--- src/verilog/smb_consts.svh ---
// Register offsets, field positions and reset values of the SMBus byte transfer engine.
// Assumes an APB slave with 32-bit data and byte addresses; included by bare name.
`ifndef SMB_CONSTS_SVH
`define SMB_CONSTS_SVH

`define SMB_OFF_CTRL 8'h00
`define SMB_OFF_STATUS 8'h04
`define SMB_OFF_DATA 8'h08
`define SMB_OFF_ADDR 8'h0C

`define SMB_CTRL_ENABLE 0
`define SMB_CTRL_MASTER_SELECT 1
`define SMB_CTRL_ACK_DRIVE 2
`define SMB_CTRL_IRQ_ENABLE 3

`define SMB_STAT_COMPLETE 0
`define SMB_STAT_ADDRESSED 1
`define SMB_STAT_BUS_BUSY 2
`define SMB_STAT_SLAVE_TX 3
`define SMB_STAT_MASTER 4

`define SMB_OWN_ADDR_RESET 7'h00
`define SMB_LINE_IDLE 1'b1
`define SMB_LAST_BIT 3'h7

`endif

--- src/verilog/smb_pkg.sv ---
// Types shared by the SMBus byte transfer engine and its input synchroniser.
// Assumes the constants header supplies all numeric offsets and fields.
package smb_pkg;

  typedef enum logic [7:0] {
    st_idle = 8'h01,
    st_header = 8'h02,
    st_ack_header = 8'h04,
    st_receive_byte = 8'h08,
    st_ack_receive = 8'h10,
    st_transmit_byte = 8'h20,
    st_wait_ack = 8'h40,
    st_stop = 8'h80
  } smb_state_t;

  typedef struct packed {
    logic s1;
    logic s2;
    logic s3;
    logic q;
  } smb_sync_bit_t;

  typedef struct packed {
    smb_state_t state;
    logic [2:0] bit_counter;
    logic [7:0] header_shift;
    logic [7:0] data_shift;
    logic [7:0] byte_data_register;
    logic [6:0] own_slave_address;
    logic enable;
    logic master_select_bit;
    logic ack_drive_bit;
    logic irq_enable;
    logic transfer_complete_flag;
    logic addressed_as_slave_flag;
    logic bus_busy_flag;
    logic is_master;
    logic slave_transmit;
    logic got_bit;
    logic sampled_bit;
    logic scl_prev;
    logic sda_prev;
    logic sda_out;
    logic sda_oe;
    logic stop_request;
    logic start_seen;
    logic stop_seen;
    logic irq;
    logic pready;
    logic pslverr;
    logic [31:0] prdata;
  } smb_regs_t;

endpackage : smb_pkg

--- src/verilog/smb_sync.sv ---
// Three-stage input synchroniser with agreement filter, one lane per bit.
// Assumes asynchronous inputs; the filtered level moves only when stages two and three agree.
`timescale 1ns/1ps
module smb_sync #(
  parameter int WIDTH = 2,
  parameter logic [WIDTH-1:0] RESET_LEVEL = '1
) (
  input wire logic clk,
  input wire logic reset,
  input wire logic ce,
  input wire logic [WIDTH-1:0] din,
  output logic [WIDTH-1:0] q
);

  genvar i;
  generate
    for (i = 0; i < WIDTH; i = i + 1) begin : g_lane
      smb_pkg::smb_sync_bit_t r;
      smb_pkg::smb_sync_bit_t next_r;
      always_comb begin
        next_r = r;
        next_r.s1 = din[i];
        next_r.s2 = r.s1;
        next_r.s3 = r.s2;
        if (r.s2 == r.s3) begin
          next_r.q = r.s3;
        end
      end
      always_ff @(posedge clk or posedge reset) begin
        if (reset) begin
          r <= {4{RESET_LEVEL[i]}};
        end else if (ce) begin
          r <= next_r;
        end
      end
      assign q[i] = r.q;
    end
  endgenerate

endmodule : smb_sync

--- src/verilog/smb_byte_fsm.sv ---
// SMBus byte transfer engine: header, acknowledge and data phases with an APB register file.
// Assumes an external SCL/START/STOP generator on clk that takes stop_request and reports
// arbitration loss, and open-drain pad logic fed by sda_out and sda_oe.
`timescale 1ns/1ps
`include "smb_consts.svh"
module smb_byte_fsm #(
  parameter int ADDR_W = 8
) (
  input wire logic clk,
  input wire logic reset,
  input wire logic ce,
  input wire logic psel,
  input wire logic penable,
  input wire logic pwrite,
  input wire logic [ADDR_W-1:0] paddr,
  input wire logic [31:0] pwdata,
  output logic [31:0] prdata,
  output logic pready,
  output logic pslverr,
  input wire logic scl_in,
  input wire logic sda_in,
  output logic sda_out,
  output logic sda_oe,
  input wire logic arb_lost,
  output logic master_mode,
  output logic stop_request,
  output logic start_seen,
  output logic stop_seen,
  output logic irq
);

  localparam smb_pkg::smb_regs_t RESET_VAL = '{
    state: smb_pkg::st_idle,
    own_slave_address: `SMB_OWN_ADDR_RESET,
    scl_prev: `SMB_LINE_IDLE,
    sda_prev: `SMB_LINE_IDLE,
    default: '0
  };

  smb_pkg::smb_regs_t r;
  smb_pkg::smb_regs_t next_r;
  logic [1:0] line_q;

  // Both bus lines are asynchronous to clk, so they are filtered before edge detection.
  smb_sync #(
    .WIDTH(2),
    .RESET_LEVEL(2'h3)
  ) u_sync (
    .clk(clk),
    .reset(reset),
    .ce(ce),
    .din({sda_in, scl_in}),
    .q(line_q)
  );

  always_comb begin
    logic scl_f;
    logic sda_f;
    logic fall;
    logic rise;
    logic start_c;
    logic stop_c;
    logic b;
    logic last;
    logic match;
    logic drive;
    logic acc;
    logic wr;
    logic [7:0] off;
    logic [7:0] hdr_n;
    scl_f = line_q[0];
    sda_f = line_q[1];
    fall = r.scl_prev & ~scl_f;
    rise = ~r.scl_prev & scl_f;
    start_c = r.scl_prev & scl_f & r.sda_prev & ~sda_f;
    stop_c = r.scl_prev & scl_f & ~r.sda_prev & sda_f;
    b = r.sampled_bit;
    last = (r.bit_counter == `SMB_LAST_BIT);
    hdr_n = {r.header_shift[6:0], b};
    match = (hdr_n[7:1] == r.own_slave_address);
    drive = 1'b0;
    acc = psel & penable;
    wr = acc & r.pready & pwrite;
    off = 8'(paddr);

    next_r = r;
    next_r.scl_prev = scl_f;
    next_r.sda_prev = sda_f;
    next_r.start_seen = start_c;
    next_r.stop_seen = stop_c;
    next_r.sda_out = 1'b0;

    // Software side: a write that completes this cycle.
    if (wr) begin
      case (off)
        `SMB_OFF_CTRL: begin
          next_r.enable = pwdata[`SMB_CTRL_ENABLE];
          next_r.master_select_bit = pwdata[`SMB_CTRL_MASTER_SELECT];
          next_r.ack_drive_bit = pwdata[`SMB_CTRL_ACK_DRIVE];
          next_r.irq_enable = pwdata[`SMB_CTRL_IRQ_ENABLE];
          // A new master request is accepted only on a free bus.
          if (pwdata[`SMB_CTRL_MASTER_SELECT] && !r.master_select_bit && !r.bus_busy_flag) begin
            next_r.is_master = 1'b1;
          end
        end
        `SMB_OFF_STATUS: begin
          if (pwdata[`SMB_STAT_COMPLETE]) begin
            next_r.transfer_complete_flag = 1'b0;
          end
        end
        `SMB_OFF_DATA: begin
          next_r.byte_data_register = pwdata[7:0];
        end
        `SMB_OFF_ADDR: begin
          next_r.own_slave_address = pwdata[6:0];
        end
        default: begin
        end
      endcase
    end

    if (arb_lost) begin
      next_r.is_master = 1'b0;
      next_r.master_select_bit = 1'b0;
    end

    // Data is sampled while SCL is high and consumed at the following falling edge.
    if (rise) begin
      next_r.sampled_bit = sda_f;
      next_r.got_bit = 1'b1;
    end

    if (start_c) begin
      next_r.bus_busy_flag = 1'b1;
      next_r.state = smb_pkg::st_header;
      next_r.bit_counter = 3'h0;
      next_r.got_bit = 1'b0;
      next_r.addressed_as_slave_flag = 1'b0;
    end else if (stop_c) begin
      next_r.bus_busy_flag = 1'b0;
      next_r.state = smb_pkg::st_idle;
      next_r.addressed_as_slave_flag = 1'b0;
      next_r.is_master = 1'b0;
      next_r.master_select_bit = 1'b0;
      next_r.got_bit = 1'b0;
    end else if (fall && r.got_bit) begin
      next_r.got_bit = 1'b0;
      case (r.state)
        smb_pkg::st_idle: begin
        end
        smb_pkg::st_header: begin
          next_r.header_shift = hdr_n;
          next_r.bit_counter = r.bit_counter + 3'h1;
          if (last) begin
            next_r.state = smb_pkg::st_ack_header;
            if (match) begin
              next_r.is_master = 1'b0;
              next_r.master_select_bit = 1'b0;
              next_r.addressed_as_slave_flag = 1'b1;
            end
          end
        end
        smb_pkg::st_ack_header: begin
          next_r.bit_counter = 3'h0;
          next_r.slave_transmit = r.addressed_as_slave_flag & r.header_shift[0];
          if (r.addressed_as_slave_flag) begin
            if (r.header_shift[0]) begin
              next_r.state = smb_pkg::st_transmit_byte;
              next_r.data_shift = r.byte_data_register;
            end else begin
              next_r.state = smb_pkg::st_receive_byte;
            end
          end else if (r.is_master) begin
            if (b) begin
              next_r.state = smb_pkg::st_stop;
            end else if (r.header_shift[0]) begin
              next_r.state = smb_pkg::st_receive_byte;
            end else begin
              next_r.state = smb_pkg::st_transmit_byte;
              next_r.data_shift = r.byte_data_register;
            end
          end else begin
            // Not our transfer: wait for the next START or STOP.
            next_r.state = smb_pkg::st_idle;
          end
        end
        smb_pkg::st_receive_byte: begin
          next_r.data_shift = {r.data_shift[6:0], b};
          next_r.bit_counter = r.bit_counter + 3'h1;
          if (last) begin
            next_r.state = smb_pkg::st_ack_receive;
            next_r.byte_data_register = {r.data_shift[6:0], b};
            next_r.transfer_complete_flag = 1'b1;
          end
        end
        smb_pkg::st_ack_receive: begin
          next_r.state = smb_pkg::st_receive_byte;
          next_r.bit_counter = 3'h0;
        end
        smb_pkg::st_transmit_byte: begin
          next_r.data_shift = {r.data_shift[6:0], 1'b0};
          next_r.bit_counter = r.bit_counter + 3'h1;
          if (last) begin
            next_r.state = smb_pkg::st_wait_ack;
            next_r.transfer_complete_flag = 1'b1;
          end
        end
        smb_pkg::st_wait_ack: begin
          next_r.bit_counter = 3'h0;
          if (!b) begin
            next_r.state = smb_pkg::st_transmit_byte;
            next_r.data_shift = r.byte_data_register;
          end else if (r.is_master) begin
            next_r.state = smb_pkg::st_stop;
          end else begin
            next_r.state = smb_pkg::st_idle;
          end
        end
        smb_pkg::st_stop: begin
        end
        default: begin
          next_r.state = smb_pkg::st_idle;
        end
      endcase
    end

    // The stop state waits for the generator's STOP; a slave has nothing to wait for.
    if (r.state == smb_pkg::st_stop && !r.is_master && !start_c) begin
      next_r.state = smb_pkg::st_idle;
    end

    if (!r.enable) begin
      next_r.state = smb_pkg::st_idle;
      next_r.is_master = 1'b0;
      next_r.addressed_as_slave_flag = 1'b0;
    end

    // Open-drain drive, chosen from the state being entered.
    case (next_r.state)
      smb_pkg::st_header: begin
        drive = next_r.is_master & ~r.byte_data_register[3'h7 - next_r.bit_counter];
      end
      smb_pkg::st_ack_header: begin
        drive = next_r.addressed_as_slave_flag & r.ack_drive_bit;
      end
      smb_pkg::st_ack_receive: begin
        drive = r.ack_drive_bit;
      end
      smb_pkg::st_transmit_byte: begin
        drive = ~next_r.data_shift[7];
      end
      default: begin
        drive = 1'b0;
      end
    endcase
    // SDA may only change while SCL is low, or a false START or STOP would appear; idle and stop release it whatever SCL is.
    if (next_r.state == smb_pkg::st_idle || next_r.state == smb_pkg::st_stop) begin
      next_r.sda_oe = 1'b0;
    end else if (!scl_f) begin
      next_r.sda_oe = drive;
    end

    next_r.stop_request = r.is_master & r.enable &
        ((r.state == smb_pkg::st_stop) |
         (!r.master_select_bit & (r.state != smb_pkg::st_idle)));

    // A completed STATUS write cannot clear a flag set in the same cycle.
    next_r.irq = next_r.transfer_complete_flag & next_r.irq_enable;

    // APB: one wait state, then pready for a single cycle.
    next_r.pready = 1'b0;
    next_r.pslverr = 1'b0;
    if (acc && !r.pready) begin
      next_r.pready = 1'b1;
      next_r.prdata = 32'h0000_0000;
      case (off)
        `SMB_OFF_CTRL: begin
          next_r.prdata[`SMB_CTRL_ENABLE] = r.enable;
          next_r.prdata[`SMB_CTRL_MASTER_SELECT] = r.master_select_bit;
          next_r.prdata[`SMB_CTRL_ACK_DRIVE] = r.ack_drive_bit;
          next_r.prdata[`SMB_CTRL_IRQ_ENABLE] = r.irq_enable;
        end
        `SMB_OFF_STATUS: begin
          next_r.prdata[`SMB_STAT_COMPLETE] = r.transfer_complete_flag;
          next_r.prdata[`SMB_STAT_ADDRESSED] = r.addressed_as_slave_flag;
          next_r.prdata[`SMB_STAT_BUS_BUSY] = r.bus_busy_flag;
          next_r.prdata[`SMB_STAT_SLAVE_TX] = r.slave_transmit;
          next_r.prdata[`SMB_STAT_MASTER] = r.is_master;
        end
        `SMB_OFF_DATA: begin
          next_r.prdata[7:0] = r.byte_data_register;
        end
        `SMB_OFF_ADDR: begin
          next_r.prdata[6:0] = r.own_slave_address;
        end
        default: begin
          next_r.pslverr = 1'b1;
        end
      endcase
    end
  end

  always_ff @(posedge clk or posedge reset) begin
    if (reset) begin
      r <= RESET_VAL;
    end else if (ce) begin
      r <= next_r;
    end
  end

  assign prdata = r.prdata;
  assign pready = r.pready;
  assign pslverr = r.pslverr;
  assign sda_out = r.sda_out;
  assign sda_oe = r.sda_oe;
  assign master_mode = r.is_master;
  assign stop_request = r.stop_request;
  assign start_seen = r.start_seen;
  assign stop_seen = r.stop_seen;
  assign irq = r.irq;

endmodule : smb_byte_fsm

--- config.mk ---
export PLATFORM = sky130hd
export DESIGN_NAME = smb_byte_fsm
export DESIGN_NICKNAME = d
export VERILOG_FILES = /design/src/verilog/smb_pkg.sv /design/src/verilog/smb_sync.sv /design/src/verilog/smb_byte_fsm.sv
export VERILOG_INCLUDE_DIRS = /design/src /design/src/verilog
export SDC_FILE = /design/constraint.sdc
export NUM_CORES = 1
export LEC_CHECK = 0
export BUFFER_PORTS_ARGS = -buffer_cell sky130_fd_sc_hd__buf_2
export CORE_MARGIN = 3
export CORE_UTILIZATION = 40
export CTS_CLUSTER_DIAMETER = 30
export DETAILED_ROUTE_END_ITERATION = 7
export GPL_TIMING_DRIVEN = 0
export SKIP_CTS_REPAIR_TIMING = 1
export SLEW_MARGIN = 0
export SYNTH_ARGS = -nofsm -noshare
export SYNTH_HDL_FRONTEND = slang
export SYNTH_SLANG_ARGS = --single-unit
--- constraint.sdc ---
create_clock -name clk -period 3.8 [get_ports clk]
set_clock_uncertainty 0.15 [all_clocks]
set_input_delay 0.57 -clock clk [delete_from_list [all_inputs] [get_ports clk]]
set_output_delay 0.57 -clock clk [all_outputs]
set_load 0.02 [all_outputs]
* Word level (Yosys, flattened, before mapping)
Index checks and enable logic that the tools add are counted.
** Storage, ports and cells
- Register bits :: 78
- Input bits :: 49
- Output and inout bits :: 41
- Logic and storage cells :: 207
** Cells by class
- Add/sub/neg operators :: 2
- $lt $le $gt $ge :: 1
- Equality and inequality tests :: 28
- Muxes and demuxes :: 81
- Bitwise gates (word level) :: 26
- Reductions and logical operators :: 33
** Operators with widths (count)
- 2-to-1 mux 8 bit :: 21
- case mux 8 bit (7 select lines) :: 1
- 2-to-1 mux 1 bit :: 37
- 2-to-1 mux 35 bit :: 1
- 2-to-1 mux 34 bit :: 1
- case mux 8 bit (4 select lines) :: 1
- 2-to-1 mux 27 bit :: 1
- == test 8 x 3 -> 1 bit, second input constant :: 3
- == test 8 x 4 -> 1 bit, second input constant :: 3
- 2-to-1 mux 20 bit :: 1
- AND 1 bit :: 17
- == test 8 x 1 -> 1 bit, second input constant :: 2
- == test 8 x 2 -> 1 bit, second input constant :: 2
- == test 8 x 5 -> 1 bit, second input constant :: 2
- == test 8 x 6 -> 1 bit, second input constant :: 2
- == test 8 bit, second input constant :: 2
- 2-to-1 mux 16 bit :: 1
- case mux 4 bit (4 select lines) :: 1
- AND reduction 2 bit :: 7
- 2-to-1 mux 6 bit :: 2
- != test 3 bit, second input constant :: 4
- 2-to-1 mux 11 bit :: 1
- AND reduction 10 bit :: 1
- AND reduction 5 bit :: 2
- other kinds (30) :: 55

* Depth between registers and ports, before layout
Gate-level depths: netlist of the first run.
- Depth after elaboration :: 18
- Mapped depth :: 10
- Depth with buffers taken out :: 10

* By module
Synthesis of the first run repeated with hierarchy kept, for this count alone.
** Unflattened totals
- Cell total of the unflattened synthesis :: 514
- Area, all modules :: 4938.5 sq um
** Modules (own cells, without submodules)
- smb_byte_fsm :: instances 1, cells an instance 488, area an instance 4585.6 sq um, sequential area each 1730.4 sq um
- smb_sync :: instances 1, cells an instance 26, area an instance 352.8 sq um, sequential area each 210.2 sq um

* Worst setup path after synthesis of the first run
OpenSTA, ideal clock, no wires.
- Path type :: flip-flop to flip-flop
- Start point :: register r[90] in the netlist's numbering
- End point :: register r, in the netlist sda_oe
- Setup time :: 0.094 ns
- Arrival time :: 2.657 ns
- Data required time :: 3.556 ns
- Slack :: 0.899 ns
- Cell stages (with the launch flop) :: 10
- Buffers on the path :: 1
- Period minus slack after synthesis :: 2.901 ns
- Cells stage by stage :: dfrtp_1 buf_6 or4_4 o41ai_4 nand3b_1 nand4_1 or3_4 o41ai_2 a41oi_1 a221oi_2
** On the way
- Word-level cells in the longest chain between the ends :: 14
- Elaborated cells between the ends (all ways) :: 55
- Those cells by class :: add/sub: 1; eq/ne: 15; mux: 28; bitwise: 4; reduce/logical: 7
** RTL lines
- start: declaration :: RTL line smb_byte_fsm.sv:40 : smb_pkg::smb_regs_t r;
- start signal: assignment :: RTL line smb_byte_fsm.sv:307 : r <= next_r;
- == test 8 x 7 -> 1 bit (tied with other cells) :: RTL line smb_byte_fsm.sv:148 : case (r.state)
- OR reduction 3 bit (no source line)
- case mux 3 bit (2 select lines) :: RTL line smb_byte_fsm.sv:148
- 2-to-1 mux 35 bit :: RTL line smb_byte_fsm.sv:146 : end else if (fall && r.got_bit) begin
- 2-to-1 mux 27 bit :: RTL line smb_byte_fsm.sv:139 : end else if (stop_c) begin
- 2-to-1 mux 11 bit :: RTL line smb_byte_fsm.sv:133 : if (start_c) begin
- subtractor 3 bit :: RTL line smb_byte_fsm.sv:241 : drive = next_r.is_master & ~r.byte_data_register[3'h7 - next_r.bit_counter];
- binary-select mux 1 bit (select 3 bit) :: RTL line smb_byte_fsm.sv:241
- 2-to-1 mux 1 bit (not written as such) :: RTL line smb_byte_fsm.sv:241
- inverter 1 bit :: RTL line smb_byte_fsm.sv:241
- AND 1 bit :: RTL line smb_byte_fsm.sv:241
- case mux 1 bit (4 select lines) :: RTL line smb_byte_fsm.sv:239 : case (next_r.state)
- 2-to-1 mux 1 bit :: RTL line smb_byte_fsm.sv:259 : end else if (!scl_f) begin
- 2-to-1 mux 1 bit :: RTL line smb_byte_fsm.sv:257 : if (next_r.state == smb_pkg::st_idle || next_r.state == smb_pkg::st_stop) begin
Parallel ways exist; a longest one is shown, timed or not. The select of a mux whose other input is x is not followed.
A chain may end at the register's enable or synchronous reset.

* Worst setup path after layout of the first run
- Start point :: register r[87] in the netlist's numbering
- End point :: register r[60] in the netlist's numbering
** On the way
- Word-level cells in the longest chain between the ends :: 5
** RTL lines (RTL line)
- == test 8 x 4 -> 1 bit :: smb_byte_fsm.sv:148
- 2-to-1 mux 8 bit :: smb_byte_fsm.sv:148
- 2-to-1 mux 35 bit :: smb_byte_fsm.sv:146
- 2-to-1 mux 27 bit :: smb_byte_fsm.sv:139
- 2-to-1 mux 16 bit :: smb_byte_fsm.sv:133
No other way between the ends.

==> results of run 1 <==
==> metrics by stage <==
stage	area (µm²)	utilization	instances	worst slack (ns)	hold WS [ns]
2_1_floorplan	4750	-	532	0.899	0.301
3_3_place_gp	5120	0.461	712	0.0716	0.315
3_5_place_dp	5150	0.463	713	0.183	0.324
4_1_cts	5470	0.491	729	0.236	0.0550
5_1_grt	5480	0.492	729	0.000705	0.0667
6_report	5480	0.492	729	0.127	0.0501
==> registers in the layout, indices dropped and copies added (netlist names) <==
signal and cells:
r 53, prdata 8, u_sync.g_lane.next_r 4, u_sync.g_lane.r 2
u_sync.q 2, irq 1, master_mode 1, pready 1
pslverr 1, sda_oe 1, start_seen 1, stop_request 1
stop_seen 1
==> Yosys cell counts (all sizes together) (5+ instances only) <==
cell     n
a21oi   34
a22oi   11
and3    11
buf     39
clkbuf  25
dfrtp   66
dfstp   11
inv     15
mux2    28
mux2i    7
nand2   40
nand3   12
nand4    7
nor2    35
nor3     8
nor3b    5
nor4     8
o21ai   45
o22ai    9
xor2     9
==> cell type report <==
class,instances,area (µm²),area share
multi-input cells,376,2390,0.437
flip-flops and latches,77,1940,0.354
plain buffers,64,373,0.0681
clock buffers,10,239,0.0436
repair buffers,41,228,0.0416
well taps,140,175,0.0320
clock inverters,6,71.3,0.0130
inverters,15,58.8,0.0107
==> layer usage <==
layer,part of all wire,global-route usage,wire length (µm),vias to the layer above
li1,-,-,-,1963
met1,0.45,0.304,6390,2007
met2,0.45,0.333,6350,186
met3,0.064,0.0313,908,29
met4,0.032,0.0998,457,0
met5,0,0,0,-
==> how the worst max path moves through the flow <==
| stage | start | endpoint | cells after the start |
|---|---|---|---|
| after global placement | reset | prdata[1]$_DFFE_PP0P_ | 2 |
| after detailed placement | paddr[5] | sda_oe$_DFFE_PP0P_ | 9 |
| final | r[87]$_DFFE_PP1P_ | r[60]$_DFFE_PP0P_ | 8 |
| after CTS | r[87]$_DFFE_PP1P_ | r[60]$_DFFE_PP0P_ | 8 |
| after global routing | r[91]$_DFFE_PP0P_ | sda_oe$_DFFE_PP0P_ | 9 |
| after floorplan | r[90]$_DFFE_PP0P_ | sda_oe$_DFFE_PP0P_ | 9 |
==> worst max-delay path: cells and delay by family (launching register included) <==
family | cells | cell delay (ns)
buf+inv | 2 | 0.55
flops | 1 | 0.36
compound gates | 2 | 0.73
simple gates | 4 | 1.81
==> power groups by stage <==
| stage | combinational, mW | clock (mW) | sequential (mW) |
|---|---|---|---|
| after floorplan | 0.260 | 0 | 0.962 |
| after global placement | 0.368 | 0 | 0.967 |
| after detailed placement | 0.378 | 0 | 0.969 |
| after CTS | 0.380 | 0.908 | 0.957 |
| after global routing | 0.417 | 0.944 | 0.968 |
| final | 0.382 | 0.891 | 0.959 |
==> cells in the final DEF, fill, tap and decap left out, types with 4 or more instances in the layout <==
cell type	count
buf_1	4
buf_4	33
clkbuf_16	9
nor4_1	7
nand3_1	12
nor3b_1	4
nand2_1	40
nor2b_1	4
nor3_1	8
conb_1	25
a21oi_1	34
a22oi_1	11
o21a_1	4
nor2_1	35
o22ai_1	9
xor2_1	9
and3_1	11
buf_2	41
clkbuf_1	25
o21ai_0	42
mux2i_1	7
dfrtp_1	66
inv_1	14
a31oi_1	4
nand4_1	7
dfstp_2	11
mux2_2	28
==> cells by family (layout without fill, tap and decap cells) <==
group | Yosys count | in the layout | synth area share
DFF | 77 | 77 | 0.416
muxes | 35 | 35 | 0.0827
other | 1 | 25 | 0.000805
adders and majority gates | 2 | 2 | 0.00537
xor gates and xnor gates | 12 | 12 | 0.0226
AOI/OAI and AO/OA | 145 | 145 | 0.204
and+or+nand+nor | 157 | 157 | 0.176
buffers and inverters | 79 | 136 | 0.0921
==> results.py, run 1 <==
metrics = {
    "routing": {
        "ant_nets": 0,
        "drcViolationCount": 0,
        "viasPerCell": 5.74,
        "firstDrtPassIters": 5,
        "via_count": 4185,
        "finalWirelength_mm": 14.1,
        "post_drt_wl_per_cell_um": 19.3,
        "drt-initial-drc-count": 355,
    },
    "timing": {
        "post-route-period-util": 0.967,
        "finalHoldViolations": 0,
        "rsz0062_at_grt": "false",
        "fmax_mhz": 272,
        "worst_pin_slew_ns": 0.983,
        "final_max_slew_viol_count": 0,
        "setup_tns_ns": 0,
        "post-route-min-period_ns": 3.67,
        "relSlewSlack": 0.338,
        "finalSetupViolations": 0,
    },
    "setup_path": {
        "critPathSlowestCell": "nor4_1",
        "regToRegSetupSlack_ns": 0.13,
        "slowest_delay_ns": 0.77,
        "rr_endpoint": "r[60]$_DFFE_PP0P_",
        "reg2reg_depth": 8,
        "crit_type": "register to register",
        "endpoint_kind": "register",
        "path_cells": "clkbuf_1 > or4_1 > nor4_1 > nand3_1 > clkbuf_1 > a21oi_1 > nor2_1 > a21oi_1",
        "cp.arrival_ns": 3.79,
        "r2r-start": "r[87]$_DFFE_PP1P_",
        "cp_max_fo": 10,
        "startpoint_type": "register",
        "cp.required_ns": 3.92,
    },
    "place": {
        "port_buffers": 40,
        "gp_congestion": 0.911,
        "dp_hpwl_mm": 10.4,
    },
    "die": {
        "ios": 90,
        "die_y_um": 114,
        "die_w_um": 114,
        "row_count": 38,
        "core_um2": 11100,
        "initial_core_util": 0.419,
        "dieArea_um2": 13000,
    },
    "synth": {
        "synthDominantCellAreaShare": 0.354,
        "synth_edf_count": 0,
        "synth_top_area_cell": "dfrtp_1",
        "yosysUniqueCellTypes": 68,
        "synth.avg_cell_area_um2": 9.17,
        "ys.flop_type": "dfrtp_1",
        "ys_ff_latch": 77,
        "syn_area_um2": 4660,
        "seq_area_frac_synth": 0.416,
        "syn_inst": 508,
        "synthTopCellsByArea": "dfrtp_1, mux2_2, dfstp_2",
        "ys_warn_count": 0,
        "async_reset_ff_frac": 1.00,
    },
    "clock_network": {
        "cts_num_sinks": 77,
        "clk-insertion-delay-late_ns": 0.34,
        "cts_root_buf": "clkbuf_16",
        "cts.path.max_buffers": 2,
        "cts-htree-levels": 3,
        "cts_tree": "built",
        "clk_transition_reported_paths_ns": 0.06,
        "cts_made_buffers": 9,
    },
    "final_layout": {
        "fill_cells": 1100,
        "syn2layout_area_growth_pct": 17.5,
        "antenna_cells": 0,
        "layout-drive-gt1-share": 0.246,
        "final_nets": 635,
    },
    "pwr": {
        "power_density_nw_per_um2": 407,
        "p_switching_uw": 660,
        "seq_power_share": 0.430,
        "vdd_ir_drop_max_v": 0.000312,
        "power_frac_comb": 0.171,
        "p_total_mw": 2.23,
        "clock_power_share": 0.399,
        "p_int_mw": 1.57,
        "p_leak_nw": 2.52,
        "switching_share": 0.296,
    },
    "grt": {
        "gr-total-overflow": 0,
        "grt_pass1_vias": 3814,
        "grt_max_degree": 56,
        "grt_pass1_wl_mm": 21.5,
        "grt_usage": 0.217,
        "antenna_found_initial": 0,
    },
    "flow_run": {
        "drv_cap": 0,
    },
    "worst_hold_path": {
        "hold_class": "primary input to async pin",
    },
    "run_status": {
        "status": "finished clean",
    },
}
No activity file was read; power rests on OpenSTA's default activity.
==> inputs of run 2 (changes only) <==
--- a/config.mk
+++ b/config.mk
@@ -6,13 +6,12 @@
 export SDC_FILE = /design/constraint.sdc
 export NUM_CORES = 1
 export LEC_CHECK = 0
-export BUFFER_PORTS_ARGS = -buffer_cell sky130_fd_sc_hd__buf_2
+export BUFFER_PORTS_ARGS = -buffer_cell sky130_fd_sc_hd__buf_4
 export CORE_MARGIN = 3
 export CORE_UTILIZATION = 40
 export CTS_CLUSTER_DIAMETER = 30
 export DETAILED_ROUTE_END_ITERATION = 7
 export GPL_TIMING_DRIVEN = 0
-export SKIP_CTS_REPAIR_TIMING = 1
 export SLEW_MARGIN = 0
 export SYNTH_ARGS = -nofsm -noshare
 export SYNTH_HDL_FRONTEND = slang
==> run 2 against run 1 <==
  * Critical path depth grew 1
  * Count of clock-buffer cells in the layout is 1 higher
  * Die area unchanged
  * Fmax is 1.9% higher
  * First-iteration DRC count decreased by 6.8%
  * Clock power rose by 3.4%
  * Critical path type unchanged
==> results.py, run 2 (same netlist as run 1, synthesis figures left out) <==
metrics = {
    "timing": {
        "worst_pin_slew_ns": 0.951,
        "post-route-min-period_ns": 3.61,
        "final_max_slew_viol_count": 0,
        "rsz0062_at_grt": "false",
        "relSlewSlack": 0.364,
        "finalHoldViolations": 0,
        "layout_setup_ws_ns": 0.194,
        "setup_tns_ns": 0,
        "fmax_mhz": 277,
        "post-route-period-util": 0.949,
        "finalSetupViolations": 0,
    },
    "pwr": {
        "vdd_ir_drop_max_v": 0.000393,
        "p_int_mw": 1.60,
        "p_leak_nw": 2.55,
        "seq_power_share": 0.422,
        "clock_power_share": 0.406,
        "power_density_nw_per_um2": 406,
        "p_switching_uw": 666,
        "switching_share": 0.294,
        "p_total_mw": 2.27,
        "power_frac_comb": 0.172,
    },
    "final_layout": {
        "largest_reg_flops": 53,
        "layout.cells.non_filler": 729,
        "antenna_cells": 0,
        "syn2layout_area_growth_pct": 20.0,
        "seq_area_um2": 1940,
        "layout-drive-gt1-share": 0.248,
        "layout_common_cells": "buf_4, dfrtp_1, o21ai_0",
        "mostFrequentLayoutCell": "buf_4",
        "largest-register": "r",
        "final_nets": 635,
        "multi_input_area_um2": 2400,
        "fin_area_um2": 5590,
        "fill_cells": 1043,
    },
    "setup_path": {
        "cp_max_fo": 9,
        "startpoint_type": "register",
        "cp.required_ns": 3.91,
        "endpoint_kind": "register",
        "path_cells": "clkbuf_1 > xor2_1 > o2111ai_1 > o21bai_1 > a211oi_1 > a31oi_1 > nor4_1 > o31ai_1 > a221oi_2",
        "cp.arrival_ns": 3.71,
        "critPathSlowestCell": "o2111ai_1",
        "crit_type": "register to register",
        "slowest_delay_ns": 0.55,
    },
    "grt": {
        "grt_pass1_vias": 3846,
        "grt_pass1_wl_mm": 21.7,
        "grt_max_degree": 59,
        "grt_usage": 0.221,
        "antenna_found_initial": 0,
        "gr-total-overflow": 0,
    },
    "clock_network": {
        "clk-insertion-delay-late_ns": 0.35,
        "cts_made_buffers": 9,
        "cts-htree-levels": 3,
        "cts_num_sinks": 77,
        "cts.path.max_buffers": 2,
        "cts_tree": "built",
        "clk_transition_reported_paths_ns": 0.07,
        "post_cts_buffers": 0,
        "cts_root_buf": "clkbuf_16",
    },
    "routing": {
        "drt-initial-drc-count": 331,
        "finalWirelength_mm": 14.1,
        "post_drt_wl_per_cell_um": 19.4,
        "via_count": 4223,
        "maxUsedRoutingLayer": "met4",
        "ant_nets": 0,
        "routed-wl-met2_mm": 6.36,
        "wl_met1_mm": 6.40,
        "viasPerCell": 5.79,
        "met3WireLength_mm": 1.07,
        "firstDrtPassIters": 5,
        "drcViolationCount": 0,
    },
    "die": {
        "row_count": 38,
        "core_um2": 11100,
        "dieArea_um2": 13000,
        "initial_core_util": 0.419,
        "die_y_um": 114,
        "ios": 90,
        "die_w_um": 114,
    },
    "place": {
        "gp_congestion": 0.892,
        "post-place-ws_ns": 0.120,
        "place_inst": 713,
        "port_buffers": 40,
        "dp_hpwl_mm": 10.5,
        "dpl-instance-area_um2": 5260,
    },
    "run_status": {
        "status": "finished clean",
    },
    "flow_run": {
        "drv_cap": 0,
    },
    "worst_hold_path": {
        "hold_class": "primary input to async pin",
    },
}
[run 2: changes by cell type in the layout (fill, tap and decap cells not counted), sizes merged]
cell      delta
clkinvlp     -1
clkbuf       +1
[run 2: worst max-delay path, delay by kind of cell (launching register included)]
family / cells / cell delay [ns]
AO/OA/AOI/OAI: 6 / 1.94
AND/OR/NAND/NOR: 1 / 0.42
flip-flops: 1 / 0.33
XOR/XNOR: 1 / 0.27
buffers and inverters: 1 / 0.40
[run 2: worst paths after layout]
check | cells after the start | slack, ns | start | end
setup reg to reg | 9 | 0.19 | r[92]$_DFFE_PP0P_ | sda_oe$_DFFE_PP0P_
hold reg to reg | 2 | 0.33 | u_sync.g_lane[0].r[1]$_DFFE_PP1P_ | u_sync.g_lane[0].r[1]$_DFFE_PP1P_
hold / removal | 2 | 0.02 | reset | r[92]$_DFFE_PP0P_
min in group clk | 2 | 0.30 | scl_in | u_sync.g_lane[0].next_r[2]$_DFFE_PP1P_
max in group asynchronous | 3 | 2.87 | reset | r[87]$_DFFE_PP1P_
setup / recovery | 9 | 0.19 | r[92]$_DFFE_PP0P_ | sda_oe$_DFFE_PP0P_
[run 2: through the flow]
step,hold WS [ns],utilization
4_1_cts,0.0231,0.501
6_report,0.0210,0.503
2_1_floorplan,0.301,-
3_5_place_dp,0.327,0.472
3_3_place_gp,0.318,0.470
5_1_grt,0.0407,0.503
[run 2: power by group through the flow]
stage          sequential (mW)  clock, mW  combinational [mW]
6_report                 0.958      0.921               0.390
5_1_grt                  0.967      0.974               0.426
4_1_cts                  0.956      0.941               0.388
3_5_place_dp             0.970          0               0.387
3_3_place_gp             0.968          0               0.378
2_1_floorplan            0.962          0               0.260
[run 2: area by class of cell]
type / count / share of cell area
plain buffers: 64 / 0.0667
flip-flops and latches: 77 / 0.347
repair buffers: 41 / 0.0586
inverters: 15 / 0.0105
well taps: 140 / 0.0313
multi-input cells: 376 / 0.429
clock buffers: 11 / 0.0452
clock inverters: 5 / 0.0121
[run 2: what timing repair did]
item | in CTS | in global routing
hold endpoints to repair | 0 | 0
endpoints found under the setup margin | 0 | 3
gates resized for setup | 0 | 3
hold buffers | 0 | 0
[run 2: routing by layer]
metal	global-route usage	vias to the layer above
li1	-	1960
met1	0.316	2051
met2	0.331	189
met3	0.0467	23
met4	0.0784	0
met5	0	-
